==> src/verilog/gpc_pkg.sv <==
// Package for the general pin control block: register indices, field layout,
// reset values, function and edge-rate codes.
// Assumes an APB slave where byte address = 4 * register index.
`default_nettype none
package gpc_pkg;
  localparam int NUM_FULL  = 3;
  localparam int NUM_LOGIC = 3;
  localparam int NUM_PINS  = 6;
  localparam int ADDR_W    = 16;
  localparam int IDX_W     = 14;

  // Register indices; byte address is four times these
  localparam logic [IDX_W-1:0] IDX_SD_LEVEL   [NUM_FULL]  = '{14'h05b0, 14'h05d0, 14'h05f0};
  localparam logic [IDX_W-1:0] IDX_FULL_CFG   [NUM_FULL]  = '{14'h05b1, 14'h05d1, 14'h05f1};
  localparam logic [IDX_W-1:0] IDX_LOCK_EN    [NUM_FULL]  = '{14'h05b6, 14'h05d6, 14'h05f6};
  localparam logic [IDX_W-1:0] IDX_LOCK_STATE [NUM_FULL]  = '{14'h05ba, 14'h05da, 14'h05fa};
  localparam logic [IDX_W-1:0] IDX_IRQ_CLEAR  [NUM_FULL]  = '{14'h05bc, 14'h05dc, 14'h0600};
  localparam logic [IDX_W-1:0] IDX_LOGIC_CFG  [NUM_LOGIC] = '{14'h0610, 14'h0621, 14'h0632};
  localparam logic [IDX_W-1:0] IDX_IN_LEVEL   [NUM_PINS]  = '{14'h05b4, 14'h05d4, 14'h05f4,
                                                              14'h0614, 14'h0625, 14'h0636};
  localparam logic [IDX_W-1:0] IDX_HIGH_Z     = 14'h05c1;
  localparam logic [IDX_W-1:0] IDX_EDGE_RATE  = 14'h05ca;

  // Field positions, pins 0 to 2
  localparam int FULL_SEL_LSB  = 0;
  localparam int FULL_INV_BIT  = 2;
  localparam int FULL_TYPE_BIT = 3;
  localparam int FULL_EN_BIT   = 4;
  localparam int FULL_OUT_BIT  = 5;
  localparam int FULL_CFG_W    = 6;
  // Field positions, pins 3 to 5
  localparam int LOGIC_INV_BIT  = 0;
  localparam int LOGIC_TYPE_BIT = 1;
  localparam int LOGIC_EN_BIT   = 2;
  localparam int LOGIC_OUT_BIT  = 3;
  localparam int LOGIC_CFG_W    = 4;
  // Single-bit registers sit in bit 0
  localparam int FLAG_BIT = 0;

  // Reset values
  localparam logic [7:0]             SD_LEVEL_RST  = 8'h00;
  localparam logic [FULL_CFG_W-1:0]  FULL_CFG_RST  = 6'h00;
  localparam logic [LOGIC_CFG_W-1:0] LOGIC_CFG_RST = 4'h0;
  localparam logic                   HIGH_Z_RST    = 1'b1;
  localparam logic [1:0]             EDGE_RATE_RST = 2'h0;

  typedef enum logic [1:0] {
    GPC_FUNC_SOFTWARE_OUTPUT = 2'h0,
    GPC_FUNC_INTERRUPT       = 2'h1,
    GPC_FUNC_SIGMA_DELTA     = 2'h2,
    GPC_FUNC_CLOCK           = 2'h3
  } gpc_func_t;

  typedef enum logic [1:0] {
    GPC_EDGE_FASTEST  = 2'h0,
    GPC_EDGE_SLOWEST  = 2'h1,
    GPC_EDGE_MODERATE = 2'h2,
    GPC_EDGE_FAST     = 2'h3
  } gpc_edge_t;
endpackage
`default_nettype wire

==> src/verilog/gpc_sd_if.sv <==
// Carrier between the register block and a sigma-delta modulator.
// Assumes both ends share pclk.
`timescale 1ns/10ps
`default_nettype none
interface gpc_sd_if;
  logic [7:0] level;
  logic       density_bit;
  modport source    (output level, input density_bit);
  modport modulator (input level, output density_bit);
endinterface
`default_nettype wire

==> src/verilog/gpc_sigma_delta.sv <==
// First-order sigma-delta modulator; density of ones is level/256.
// Assumes level comes from logic on pclk.
`timescale 1ns/10ps
`default_nettype none
module gpc_sigma_delta (
  input  wire logic pclk,
  input  wire logic presetn,
  gpc_sd_if.modulator sd
);
  logic [7:0] accum;
  logic [8:0] next_sum;

  assign next_sum = {1'b0, accum} + {1'b0, sd.level};

  always_ff @(posedge pclk or negedge presetn) begin
    if (!presetn) begin
      accum          <= 8'h00;
      sd.density_bit <= 1'b0;
    end else begin
      accum          <= next_sum[7:0];
      sd.density_bit <= next_sum[8];
    end
  end
endmodule // gpc_sigma_delta
`default_nettype wire

==> src/verilog/gpc_top.sv <==
// General pin control: six pins, APB register file, per-pin drive logic.
// Assumes lock_event is a one-cycle pulse on pclk; pin_in is asynchronous.
// Contract
// - Two-bit function select, reset software output
// - Eight-bit sigma-delta level, reset zero
// - Output value drives pin in software mode
// - Polarity bit inverts driven level
// - Output type: push-pull or open-drain
// - Pins 3-5 drive value when enabled
// - Lock interrupt enable per pin 0-2
// - Read-only lock interrupt state bit
// - Interrupt clear bit self-returns to zero
// - Pin 0 tristate control, resets tristate
// - Pin 0 two-bit edge rate field
// - Bit 0 reads sampled pin level
//
// Chosen here: the APB slave port.
`timescale 1ns/10ps
`default_nettype none
module gpc_top #(
  parameter int CLK_DIV = 2
) (
  input  wire logic                       pclk,
  input  wire logic                       presetn,
  input  wire logic [gpc_pkg::ADDR_W-1:0] paddr,
  input  wire logic                       psel,
  input  wire logic                       penable,
  input  wire logic                       pwrite,
  input  wire logic [31:0]                pwdata,
  output var  logic [31:0]                prdata,
  output var  logic                       pready,
  output var  logic                       pslverr,
  input  wire logic                       lock_event,
  input  wire logic [gpc_pkg::NUM_PINS-1:0] pin_in,
  output var  logic [gpc_pkg::NUM_PINS-1:0] pin_out,
  output var  logic [gpc_pkg::NUM_PINS-1:0] pin_oe,
  output var  logic [1:0]                 pin0_edge_rate
);
  localparam int NF = gpc_pkg::NUM_FULL;
  localparam int NL = gpc_pkg::NUM_LOGIC;
  localparam int NP = gpc_pkg::NUM_PINS;
  localparam int DIV_W = (CLK_DIV > 1) ? $clog2(CLK_DIV) : 1;

  // Divider counter is at most 16 bits wide
  if (CLK_DIV < 1 || CLK_DIV > 65536) begin : g_bad_div
    $error("CLK_DIV out of range");
  end

  logic [7:0]                      sd_level   [NF];
  logic [gpc_pkg::FULL_CFG_W-1:0]  full_cfg   [NF];
  logic [gpc_pkg::LOGIC_CFG_W-1:0] logic_cfg  [NL];
  logic [NF-1:0]                   lock_irq_enable;
  logic [NF-1:0]                   lock_irq_state;
  logic                            pin_high_impedance;
  logic [NF-1:0]                   sd_bit;
  logic [NF-1:0]                   irq_clear_pulse;
  logic [NP-1:0]                   sync1;
  logic [NP-1:0]                   sync2;
  logic [NP-1:0]                   sync3;
  logic [NP-1:0]                   pin_in_level;
  logic [DIV_W-1:0]                div_count;
  logic                            clock_level;
  logic [gpc_pkg::IDX_W-1:0]       idx;
  logic                            aligned;
  logic                            setup_phase;
  logic                            write_now;
  logic [NF-1:0]                   hit_sd;
  logic [NF-1:0]                   hit_full;
  logic [NF-1:0]                   hit_len;
  logic [NF-1:0]                   hit_lst;
  logic [NF-1:0]                   hit_clr;
  logic [NL-1:0]                   hit_logic;
  logic [NP-1:0]                   hit_in;
  logic                            hit_hz;
  logic                            hit_er;
  logic                            mapped;
  logic [31:0]                     next_rdata;
  logic [NP-1:0]                   next_out;
  logic [NP-1:0]                   next_oe;

  function automatic logic idx_hit(input logic [gpc_pkg::IDX_W-1:0] a,
                                   input logic [gpc_pkg::IDX_W-1:0] b);
    return a == b;
  endfunction

  assign idx         = paddr[gpc_pkg::ADDR_W-1:2];
  assign aligned     = (paddr[1:0] == 2'h0);
  assign setup_phase = psel && !penable;
  // Writes land only at the access edge where pready is seen high
  assign write_now   = psel && penable && pready && pwrite;

  // Address decode shared by read and write paths
  always_comb begin
    hit_sd    = '0;
    hit_full  = '0;
    hit_len   = '0;
    hit_lst   = '0;
    hit_clr   = '0;
    hit_logic = '0;
    hit_in    = '0;
    for (int i = 0; i < NF; i++) begin
      hit_sd[i]   = aligned && idx_hit(idx, gpc_pkg::IDX_SD_LEVEL[i]);
      hit_full[i] = aligned && idx_hit(idx, gpc_pkg::IDX_FULL_CFG[i]);
      hit_len[i]  = aligned && idx_hit(idx, gpc_pkg::IDX_LOCK_EN[i]);
      hit_lst[i]  = aligned && idx_hit(idx, gpc_pkg::IDX_LOCK_STATE[i]);
      hit_clr[i]  = aligned && idx_hit(idx, gpc_pkg::IDX_IRQ_CLEAR[i]);
    end
    for (int i = 0; i < NL; i++) begin
      hit_logic[i] = aligned && idx_hit(idx, gpc_pkg::IDX_LOGIC_CFG[i]);
    end
    for (int i = 0; i < NP; i++) begin
      hit_in[i] = aligned && idx_hit(idx, gpc_pkg::IDX_IN_LEVEL[i]);
    end
    hit_hz = aligned && idx_hit(idx, gpc_pkg::IDX_HIGH_Z);
    hit_er = aligned && idx_hit(idx, gpc_pkg::IDX_EDGE_RATE);
    mapped = |{hit_sd, hit_full, hit_len, hit_lst, hit_clr, hit_logic, hit_in, hit_hz, hit_er};
  end

  // One wait-free access phase: answer prepared during setup
  always_ff @(posedge pclk or negedge presetn) begin
    if (!presetn) begin
      pready  <= 1'b0;
      pslverr <= 1'b0;
      prdata  <= 32'h0000_0000;
    end else begin
      pready  <= setup_phase;
      pslverr <= setup_phase && !mapped;
      prdata  <= (setup_phase && !pwrite) ? next_rdata : 32'h0000_0000;
    end
  end

  always_comb begin
    next_rdata = 32'h0000_0000;
    for (int i = 0; i < NF; i++) begin
      if (hit_sd[i]) begin
        next_rdata[7:0] = sd_level[i];
      end
      if (hit_full[i]) begin
        next_rdata[gpc_pkg::FULL_CFG_W-1:0] = full_cfg[i];
      end
      if (hit_len[i]) begin
        next_rdata[gpc_pkg::FLAG_BIT] = lock_irq_enable[i];
      end
      if (hit_lst[i]) begin
        next_rdata[gpc_pkg::FLAG_BIT] = lock_irq_state[i];
      end
    end
    for (int i = 0; i < NL; i++) begin
      if (hit_logic[i]) begin
        next_rdata[gpc_pkg::LOGIC_CFG_W-1:0] = logic_cfg[i];
      end
    end
    for (int i = 0; i < NP; i++) begin
      if (hit_in[i]) begin
        next_rdata[gpc_pkg::FLAG_BIT] = pin_in_level[i];
      end
    end
    if (hit_hz) begin
      next_rdata[gpc_pkg::FLAG_BIT] = pin_high_impedance;
    end
    if (hit_er) begin
      next_rdata[1:0] = pin0_edge_rate;
    end
  end

  always_ff @(posedge pclk or negedge presetn) begin
    if (!presetn) begin
      for (int i = 0; i < NF; i++) begin
        sd_level[i] <= gpc_pkg::SD_LEVEL_RST;
        full_cfg[i] <= gpc_pkg::FULL_CFG_RST;
      end
    end else begin
      for (int i = 0; i < NF; i++) begin
        if (write_now && hit_sd[i]) begin
          sd_level[i] <= pwdata[7:0];
        end
        if (write_now && hit_full[i]) begin
          full_cfg[i] <= pwdata[gpc_pkg::FULL_CFG_W-1:0];
        end
      end
    end
  end

  always_ff @(posedge pclk or negedge presetn) begin
    if (!presetn) begin
      for (int i = 0; i < NL; i++) begin
        logic_cfg[i] <= gpc_pkg::LOGIC_CFG_RST;
      end
    end else begin
      for (int i = 0; i < NL; i++) begin
        if (write_now && hit_logic[i]) begin
          logic_cfg[i] <= pwdata[gpc_pkg::LOGIC_CFG_W-1:0];
        end
      end
    end
  end

  always_ff @(posedge pclk or negedge presetn) begin
    if (!presetn) begin
      pin_high_impedance <= gpc_pkg::HIGH_Z_RST;
      pin0_edge_rate     <= gpc_pkg::EDGE_RATE_RST;
    end else begin
      if (write_now && hit_hz) begin
        pin_high_impedance <= pwdata[gpc_pkg::FLAG_BIT];
      end
      if (write_now && hit_er) begin
        pin0_edge_rate <= pwdata[1:0];
      end
    end
  end

  always_ff @(posedge pclk or negedge presetn) begin
    if (!presetn) begin
      lock_irq_enable <= '0;
    end else begin
      for (int i = 0; i < NF; i++) begin
        if (write_now && hit_len[i]) begin
          lock_irq_enable[i] <= pwdata[gpc_pkg::FLAG_BIT];
        end
      end
    end
  end

  // Clear is a pulse, never stored, reads zero
  always_comb begin
    for (int i = 0; i < NF; i++) begin
      irq_clear_pulse[i] = write_now && hit_clr[i] && pwdata[gpc_pkg::FLAG_BIT];
    end
  end

  // Sticky lock state; a new event beats a clear
  always_ff @(posedge pclk or negedge presetn) begin
    if (!presetn) begin
      lock_irq_state <= '0;
    end else begin
      for (int i = 0; i < NF; i++) begin
        if (lock_event && lock_irq_enable[i]) begin
          lock_irq_state[i] <= 1'b1;
        end else if (irq_clear_pulse[i]) begin
          lock_irq_state[i] <= 1'b0;
        end
      end
    end
  end

  // Three-stage sampler; only stages two and three are compared
  always_ff @(posedge pclk or negedge presetn) begin
    if (!presetn) begin
      sync1        <= '0;
      sync2        <= '0;
      sync3        <= '0;
      pin_in_level <= '0;
    end else begin
      sync1 <= pin_in;
      sync2 <= sync1;
      sync3 <= sync2;
      for (int i = 0; i < NP; i++) begin
        if (sync2[i] == sync3[i]) begin
          pin_in_level[i] <= sync3[i];
        end
      end
    end
  end

  // Clock function: pclk divided by 2*CLK_DIV
  always_ff @(posedge pclk or negedge presetn) begin
    if (!presetn) begin
      div_count   <= '0;
      clock_level <= 1'b0;
    end else if (div_count == DIV_W'(CLK_DIV - 1)) begin
      div_count   <= '0;
      clock_level <= !clock_level;
    end else begin
      div_count <= div_count + 1'b1;
    end
  end

  for (genvar g = 0; g < NF; g++) begin : g_sd
    gpc_sd_if sd_bus ();
    assign sd_bus.level = sd_level[g];
    assign sd_bit[g]    = sd_bus.density_bit;
    gpc_sigma_delta u_sd (
      .pclk    (pclk),
      .presetn (presetn),
      .sd      (sd_bus.modulator)
    );
  end

  // Drive decision per pin
  always_comb begin
    logic               level;
    logic               drive;
    gpc_pkg::gpc_func_t func;
    level = 1'b0;
    drive = 1'b0;
    func  = gpc_pkg::GPC_FUNC_SOFTWARE_OUTPUT;
    for (int i = 0; i < NP; i++) begin
      if (i < NF) begin
        func = gpc_pkg::gpc_func_t'(full_cfg[i][gpc_pkg::FULL_SEL_LSB +: 2]);
        case (func)
          gpc_pkg::GPC_FUNC_SOFTWARE_OUTPUT: level = full_cfg[i][gpc_pkg::FULL_OUT_BIT];
          gpc_pkg::GPC_FUNC_INTERRUPT:       level = lock_irq_state[i];
          gpc_pkg::GPC_FUNC_SIGMA_DELTA:     level = sd_bit[i];
          gpc_pkg::GPC_FUNC_CLOCK:           level = clock_level;
          default:                           level = 1'b0;
        endcase
        level = level ^ full_cfg[i][gpc_pkg::FULL_INV_BIT];
        drive = full_cfg[i][gpc_pkg::FULL_EN_BIT];
        if (i == 0 && pin_high_impedance) begin
          drive = 1'b0;
        end
        if (full_cfg[i][gpc_pkg::FULL_TYPE_BIT] && level) begin
          drive = 1'b0;
        end
      end else begin
        level = logic_cfg[i-NF][gpc_pkg::LOGIC_OUT_BIT] ^ logic_cfg[i-NF][gpc_pkg::LOGIC_INV_BIT];
        drive = logic_cfg[i-NF][gpc_pkg::LOGIC_EN_BIT];
        if (logic_cfg[i-NF][gpc_pkg::LOGIC_TYPE_BIT] && level) begin
          drive = 1'b0;
        end
      end
      next_out[i] = level;
      next_oe[i]  = drive;
    end
  end

  // Registered pad outputs; one cycle behind the controls
  always_ff @(posedge pclk or negedge presetn) begin
    if (!presetn) begin
      pin_out <= '0;
      pin_oe  <= '0;
    end else begin
      pin_out <= next_out;
      pin_oe  <= next_oe;
    end
  end
endmodule // gpc_top
`default_nettype wire

==> config.mk <==
export PLATFORM = sky130hd
export DESIGN_NAME = gpc_top
export DESIGN_NICKNAME = d
export VERILOG_FILES = /design/src/verilog/gpc_pkg.sv /design/src/verilog/gpc_sd_if.sv /design/src/verilog/gpc_sigma_delta.sv /design/src/verilog/gpc_top.sv
export SDC_FILE = /design/constraint.sdc
export NUM_CORES = 1
export LEC_CHECK = 0
export ABC_AREA = 1
export BUFFER_PORTS_ARGS = -buffer_cell sky130_fd_sc_hd__buf_4
export CAP_MARGIN = 20
export CORE_MARGIN = 8
export CORE_UTILIZATION = 55
export CTS_CLUSTER_DIAMETER = 30
export DETAILED_ROUTE_END_ITERATION = 7
export PLACE_DENSITY = 0.8
export SLEW_MARGIN = 20
export SYNTH_ARGS = -nofsm -noshare
export SYNTH_HDL_FRONTEND = slang
export SYNTH_SLANG_ARGS = --single-unit
==> constraint.sdc <==
create_clock -name pclk -period 5.35 [get_ports pclk]
set_input_delay 0 -clock pclk [delete_from_list [all_inputs] [get_ports pclk]]
set_output_delay 0 -clock pclk [all_outputs]
set_load 0.03 [all_outputs]
# Word-level counts from Yosys, hierarchy flattened
# Index checks and enable logic that the tools add are counted.
# op_classes
n_reduce_logical	73
n_mux	41
addsub	4
bitwise	6
eq_ne	41
# op_table
cell	count
$eq 14x11->1 const B	26
$logic_and 1x1->1	61
$mux 8	4
$add 8x8->9	3
$mux 1	27
$reduce_or 26->1	1
$mux 6	3
$eq 2x2->1 const B	6
$mux 4	3
$pmux 1 s4	3
$logic_not 2->1	4
$eq 1x1->1	6
$eq 2x1->1 const B	3
$reduce_bool 2->1	3
$xor 1x1->1	6
$logic_not 1->1	4
$mux 2	1
$add 1x1->1 const B	1
# word_totals
wordCells	204
in_bits	60
ff_bits	138
out_inout_bits	48

# Depth between registers and ports, before layout
# depth
word_depth	26
ltp_mapped	20

# Cells and area by module
# Synthesis repeated with hierarchy kept, for this count alone.
# unflattened
cells_unflattened	787
hier_area_um2	6892.9
# modules_own_cells
module	cells_each	n_inst	area_each_um2
gpc_top	583	1	5087.4
gpc_sigma_delta	68	3	601.8

# Least setup slack after synthesis
# No wires, ideal clock.
# synth_timing
path_kind	register to register
startpoint	register sd_level (netlist bit g_sd[0].sd_bus.level[0])
endpoint	register g_sd[0].u_sd.sd.density_bit
stages_incl_launch_ff	10
arrival_ns	1.735
required_ns	5.272
synth_period_minus_slack_ns	1.812
slack_ns	3.538
setup_time_ns	0.078
path_buffers	0
path_cell_list	dfrtp_1 -> ha_1 -> inv_1 -> fa_1 -> o21ai_0 -> a21oi_1 -> o21ai_0 -> and2_1 -> nor2_1 -> o21bai_1
# synth_via
elab_chain_len	1
# synth_lines
element	line_no	text
from (decl)	gpc_top.sv:49	logic [7:0] sd_level [NF];
from (signal, indexed assignment)	gpc_top.sv:169	sd_level[i] <= gpc_pkg::SD_LEVEL_RST;
from (signal, indexed assignment)	gpc_top.sv:175	sd_level[i] <= pwdata[7:0];
$add 8x8->9	gpc_sigma_delta.sv:13	assign next_sum = {1'b0, accum} + {1'b0, sd.level};
named net g_sd[0].u_sd.next_sum[8]	gpc_sigma_delta.sv:11	logic [8:0] next_sum;
to (signal assigned)	gpc_sigma_delta.sv:21	sd.density_bit <= next_sum[8];
to (decl)	gpc_sd_if.sv:9	modport modulator (input level, output density_bit);
# The timed path passes the listed nets, and every way through them passes these cells.
# A chain may end at the register's enable or synchronous reset.

# Final worst setup path
# Same ends and word-level chain as after synthesis.

==> impl_metrics.tcl <==
set metrics [dict create \
    hpwl_mm 12.0 \
    clock.fmax_ghz 0.460 \
    reg2reg_depth 9 \
    fin_util_pct 66.3 \
    hp-start "paddr[4]" \
    die_h_um 126 \
    dieArea_um2 15900 \
    cp.required_ns 5.70 \
    cts_buffers 17 \
    synthFlopType "dfrtp_1" \
    leakagePower_nw 3.99 \
    antenna_found_initial 0 \
    nNetsFinal 896 \
    drtAntennaViolNets 0 \
    gr-total-overflow 0 \
    muxShareOfSynthArea_pct 0 \
    clock_skew_ns 0.0112 \
    synth-simple-area-share_pct 18.3 \
    fill_cells 949 \
    cts_buffer_depth 2 \
    crit_path_max_incr_delay_ns 0.41 \
    holdPathStages 5 \
    critPathTopFamily "compound AO/OA/AOI/OAI gates" \
    cts_setup_buffers 0 \
    gp_congestion 0.900 \
    grt_setup_unrepaired "false" \
    layout_commonest_cell "nand2_1" \
    post_drt_wl_per_cell_um 17.6 \
    yosys-top-cells-area "dfrtp_1, nand2_1, o21ai_0" \
    vias_per_cell 5.49 \
    setup_viol 0 \
    syn-instance-count 724 \
    synth_edf_count 0 \
    async_reset_ff_share_pct 100 \
    yosysWarnings 0 \
    hold_violations 0 \
    r2r-start "g_sd[0].sd_bus.level[0]" \
    avgSynthCellArea_um2 9.20 \
    slew_headroom_pct 43.8 \
    synthToLayoutAreaGrowth_pct 18.6 \
    worstSetupEndpointType "register" \
    synth-xor-area-share_pct 3.16 \
    via_count 5320 \
    grt_max_degree 71 \
    holdWs_ns 0.0307 \
    worst_slew_pin_slew_ns 0.844 \
    crit_buf_inv 1 \
    powerDensity_nw_per_um2 297 \
    synth_compound_area_share_pct 11.4 \
    maxSlewViolCount 0 \
    drv_cap 0 \
    synthesis.area_um2 6660 \
    grt_pass1_vias 5360 \
    drive_gt1_share_pct 15.1 \
    post_cts_resized 0 \
    rows 40 \
    clk_pin_slew_ns 0.06 \
    grt_pass1_wl_mm 27.5 \
    core_um2 11900 \
    ir_drop_uv 259 \
    tns_ns 0 \
    dr.pass1.iters 6 \
    cts-htree-levels 4 \
    synth_area_leader_cell "dfrtp_1" \
    slowest_stage "fa_1" \
    clock_latency_ns 0.43 \
    drc 0 \
    path_class "register to register" \
    synth_top_family_by_area "simple AND/OR/NAND/NOR gates" \
    startpoint "g_sd[0].sd_bus.level[0]" \
    routed_wirelength_mm 17.0 \
    status "complete, no violations" \
    cts_tree "yes" \
    worst-path-stages 9 \
    antenna_cells 0 \
    drtIter0Drc 499 \
    portBuffers 59 \
    ys_types 45 \
    synth.top_cell.area_share_pct 51.5 \
    synth_adder_area_share_pct 6.31 \
    start_util_pct 55.9 \
    layout_common_cells "nand2_1, dfrtp_1, inv_1" \
    ios 108 \
    ys_seq_area_share_pct 51.9 \
    min_period_ns 2.17 \
    synth_seq_cells 138 \
    cp_cell_sequence "ha_1, inv_1, fa_1, o21ai_0, a21oi_1, o21ai_0, and2_1, nor2_1, o21bai_1" \
    crit_arrival_ns 2.53 \
    cts.sinks 138 \
    die_x_um 126 \
    critPathMaxFanout 3 \
    hold_buffers 15 \
    root_buffer "clkbuf_16" \
    post-route-period-util_pct 40.6 \
    grt_usage_pct 22.2 \
    hold_path.class "primary input to register" \
    path_common_cell "o21ai_0" \
    startpoint_type "register" \
]
==> cells by family after synthesis <==
| kind of cell | count (synthesis) |
|---|---|
| and+or+nand+nor | 261 |
| buffers and inverters | 131 |
| DFF | 138 |
| other | 1 |
| adders and majority gates | 33 |
| AOI/OAI and AO/OA | 136 |
| xor gates and xnor gates | 24 |
==> cells in the mapped netlist, types with 5 or more instances <==
| library cell | n |
|---|---|
| xnor2_1 | 5 |
| inv_1 | 89 |
| nor2_1 | 44 |
| nand3_1 | 19 |
| nor4_1 | 6 |
| nor3_1 | 10 |
| inv_2 | 10 |
| ha_1 | 24 |
| o21ai_0 | 84 |
| a21oi_1 | 26 |
| maj3_1 | 6 |
| xor2_1 | 19 |
| dfrtp_1 | 137 |
| buf_4 | 24 |
| o221ai_1 | 5 |
| clkbuf_1 | 7 |
| nand2_1 | 144 |
| nand4_1 | 12 |
| nor2_4 | 6 |
==> metrics by stage <==
stage	power, mW	instance area, um2	cells	setup WS (ns)
after CTS	2.35	7900	969	3.18
final	2.35	7900	969	3.18
after global routing	2.41	7900	969	3.02
after detailed placement	1.19	7160	922	3.17
after global placement	1.19	7160	922	3.19
after floorplan	1.14	6740	747	3.54
==> worst register-to-register path, stage by stage, from the launching register on <==
cell and delay [ns]:
dfrtp_1 0.40, ha_1 0.19, inv_1 0.06, fa_1 0.41
o21ai_0 0.32, a21oi_1 0.11, o21ai_0 0.24, and2_1 0.21
nor2_1 0.06, o21bai_1 0.11
==> metal layers <==
layer,global-route usage (%),up-vias,part of all wire (%)
met2,36.3,201,49
met1,26.7,2585,41
met3,7.22,33,7.2
met4,8.35,0,2.4
li1,-,2501,-
met5,0,-,0
==> sequential cells by signal, indices dropped and copies added (netlist names), 2 cells and up <==
signal,count
pin_out,6
pin_oe,6
full_cfg,18
lock_irq_state,3
pin0_edge_rate,2
g_sd.sd_bus.level,24
lock_irq_enable,3
pin_in_level,6
prdata,8
sync2,6
sync1,6
sync3,6
g_sd.u_sd.accum,24
logic_cfg,12
g_sd.u_sd.sd.density_bit,3
==> worst paths after layout <==
| check | endpoint | slack, ns |
|---|---|---|
| max | g_sd[0].u_sd.sd.density_bit | 3.18 |
| min | prdata[1] | 0.03 |
| max reg2reg | g_sd[0].u_sd.sd.density_bit | 3.18 |
| min reg2reg | sync2[4] | 0.35 |
| max in group asynchronous | pslverr | 3.93 |
| min in group asynchronous | g_sd[0].u_sd.accum[2] | 0.14 |
==> power by group <==
group | internal (mW) | switching [mW]
clock network | 0.657 | 0.507
logic | 0.0344 | 0.0851
registers | 1.06 | 0.00671
total | 1.75 | 0.599
==> cell type report <==
| type | count | area [um2] | share of cell area [%] |
|---|---|---|---|
| Clock buffer | 17 | 425 | 5.39 |
| Inverter | 99 | 372 | 4.71 |
| Sequential cell | 138 | 3450 | 43.7 |
| Multi-Input combinational cell | 478 | 2700 | 34.2 |
| Timing Repair Buffer | 75 | 604 | 7.65 |
| Clock inverter | 15 | 159 | 2.01 |
| Tap cell | 147 | 184 | 2.33 |
No activity file was read; power rests on OpenSTA's default activity.
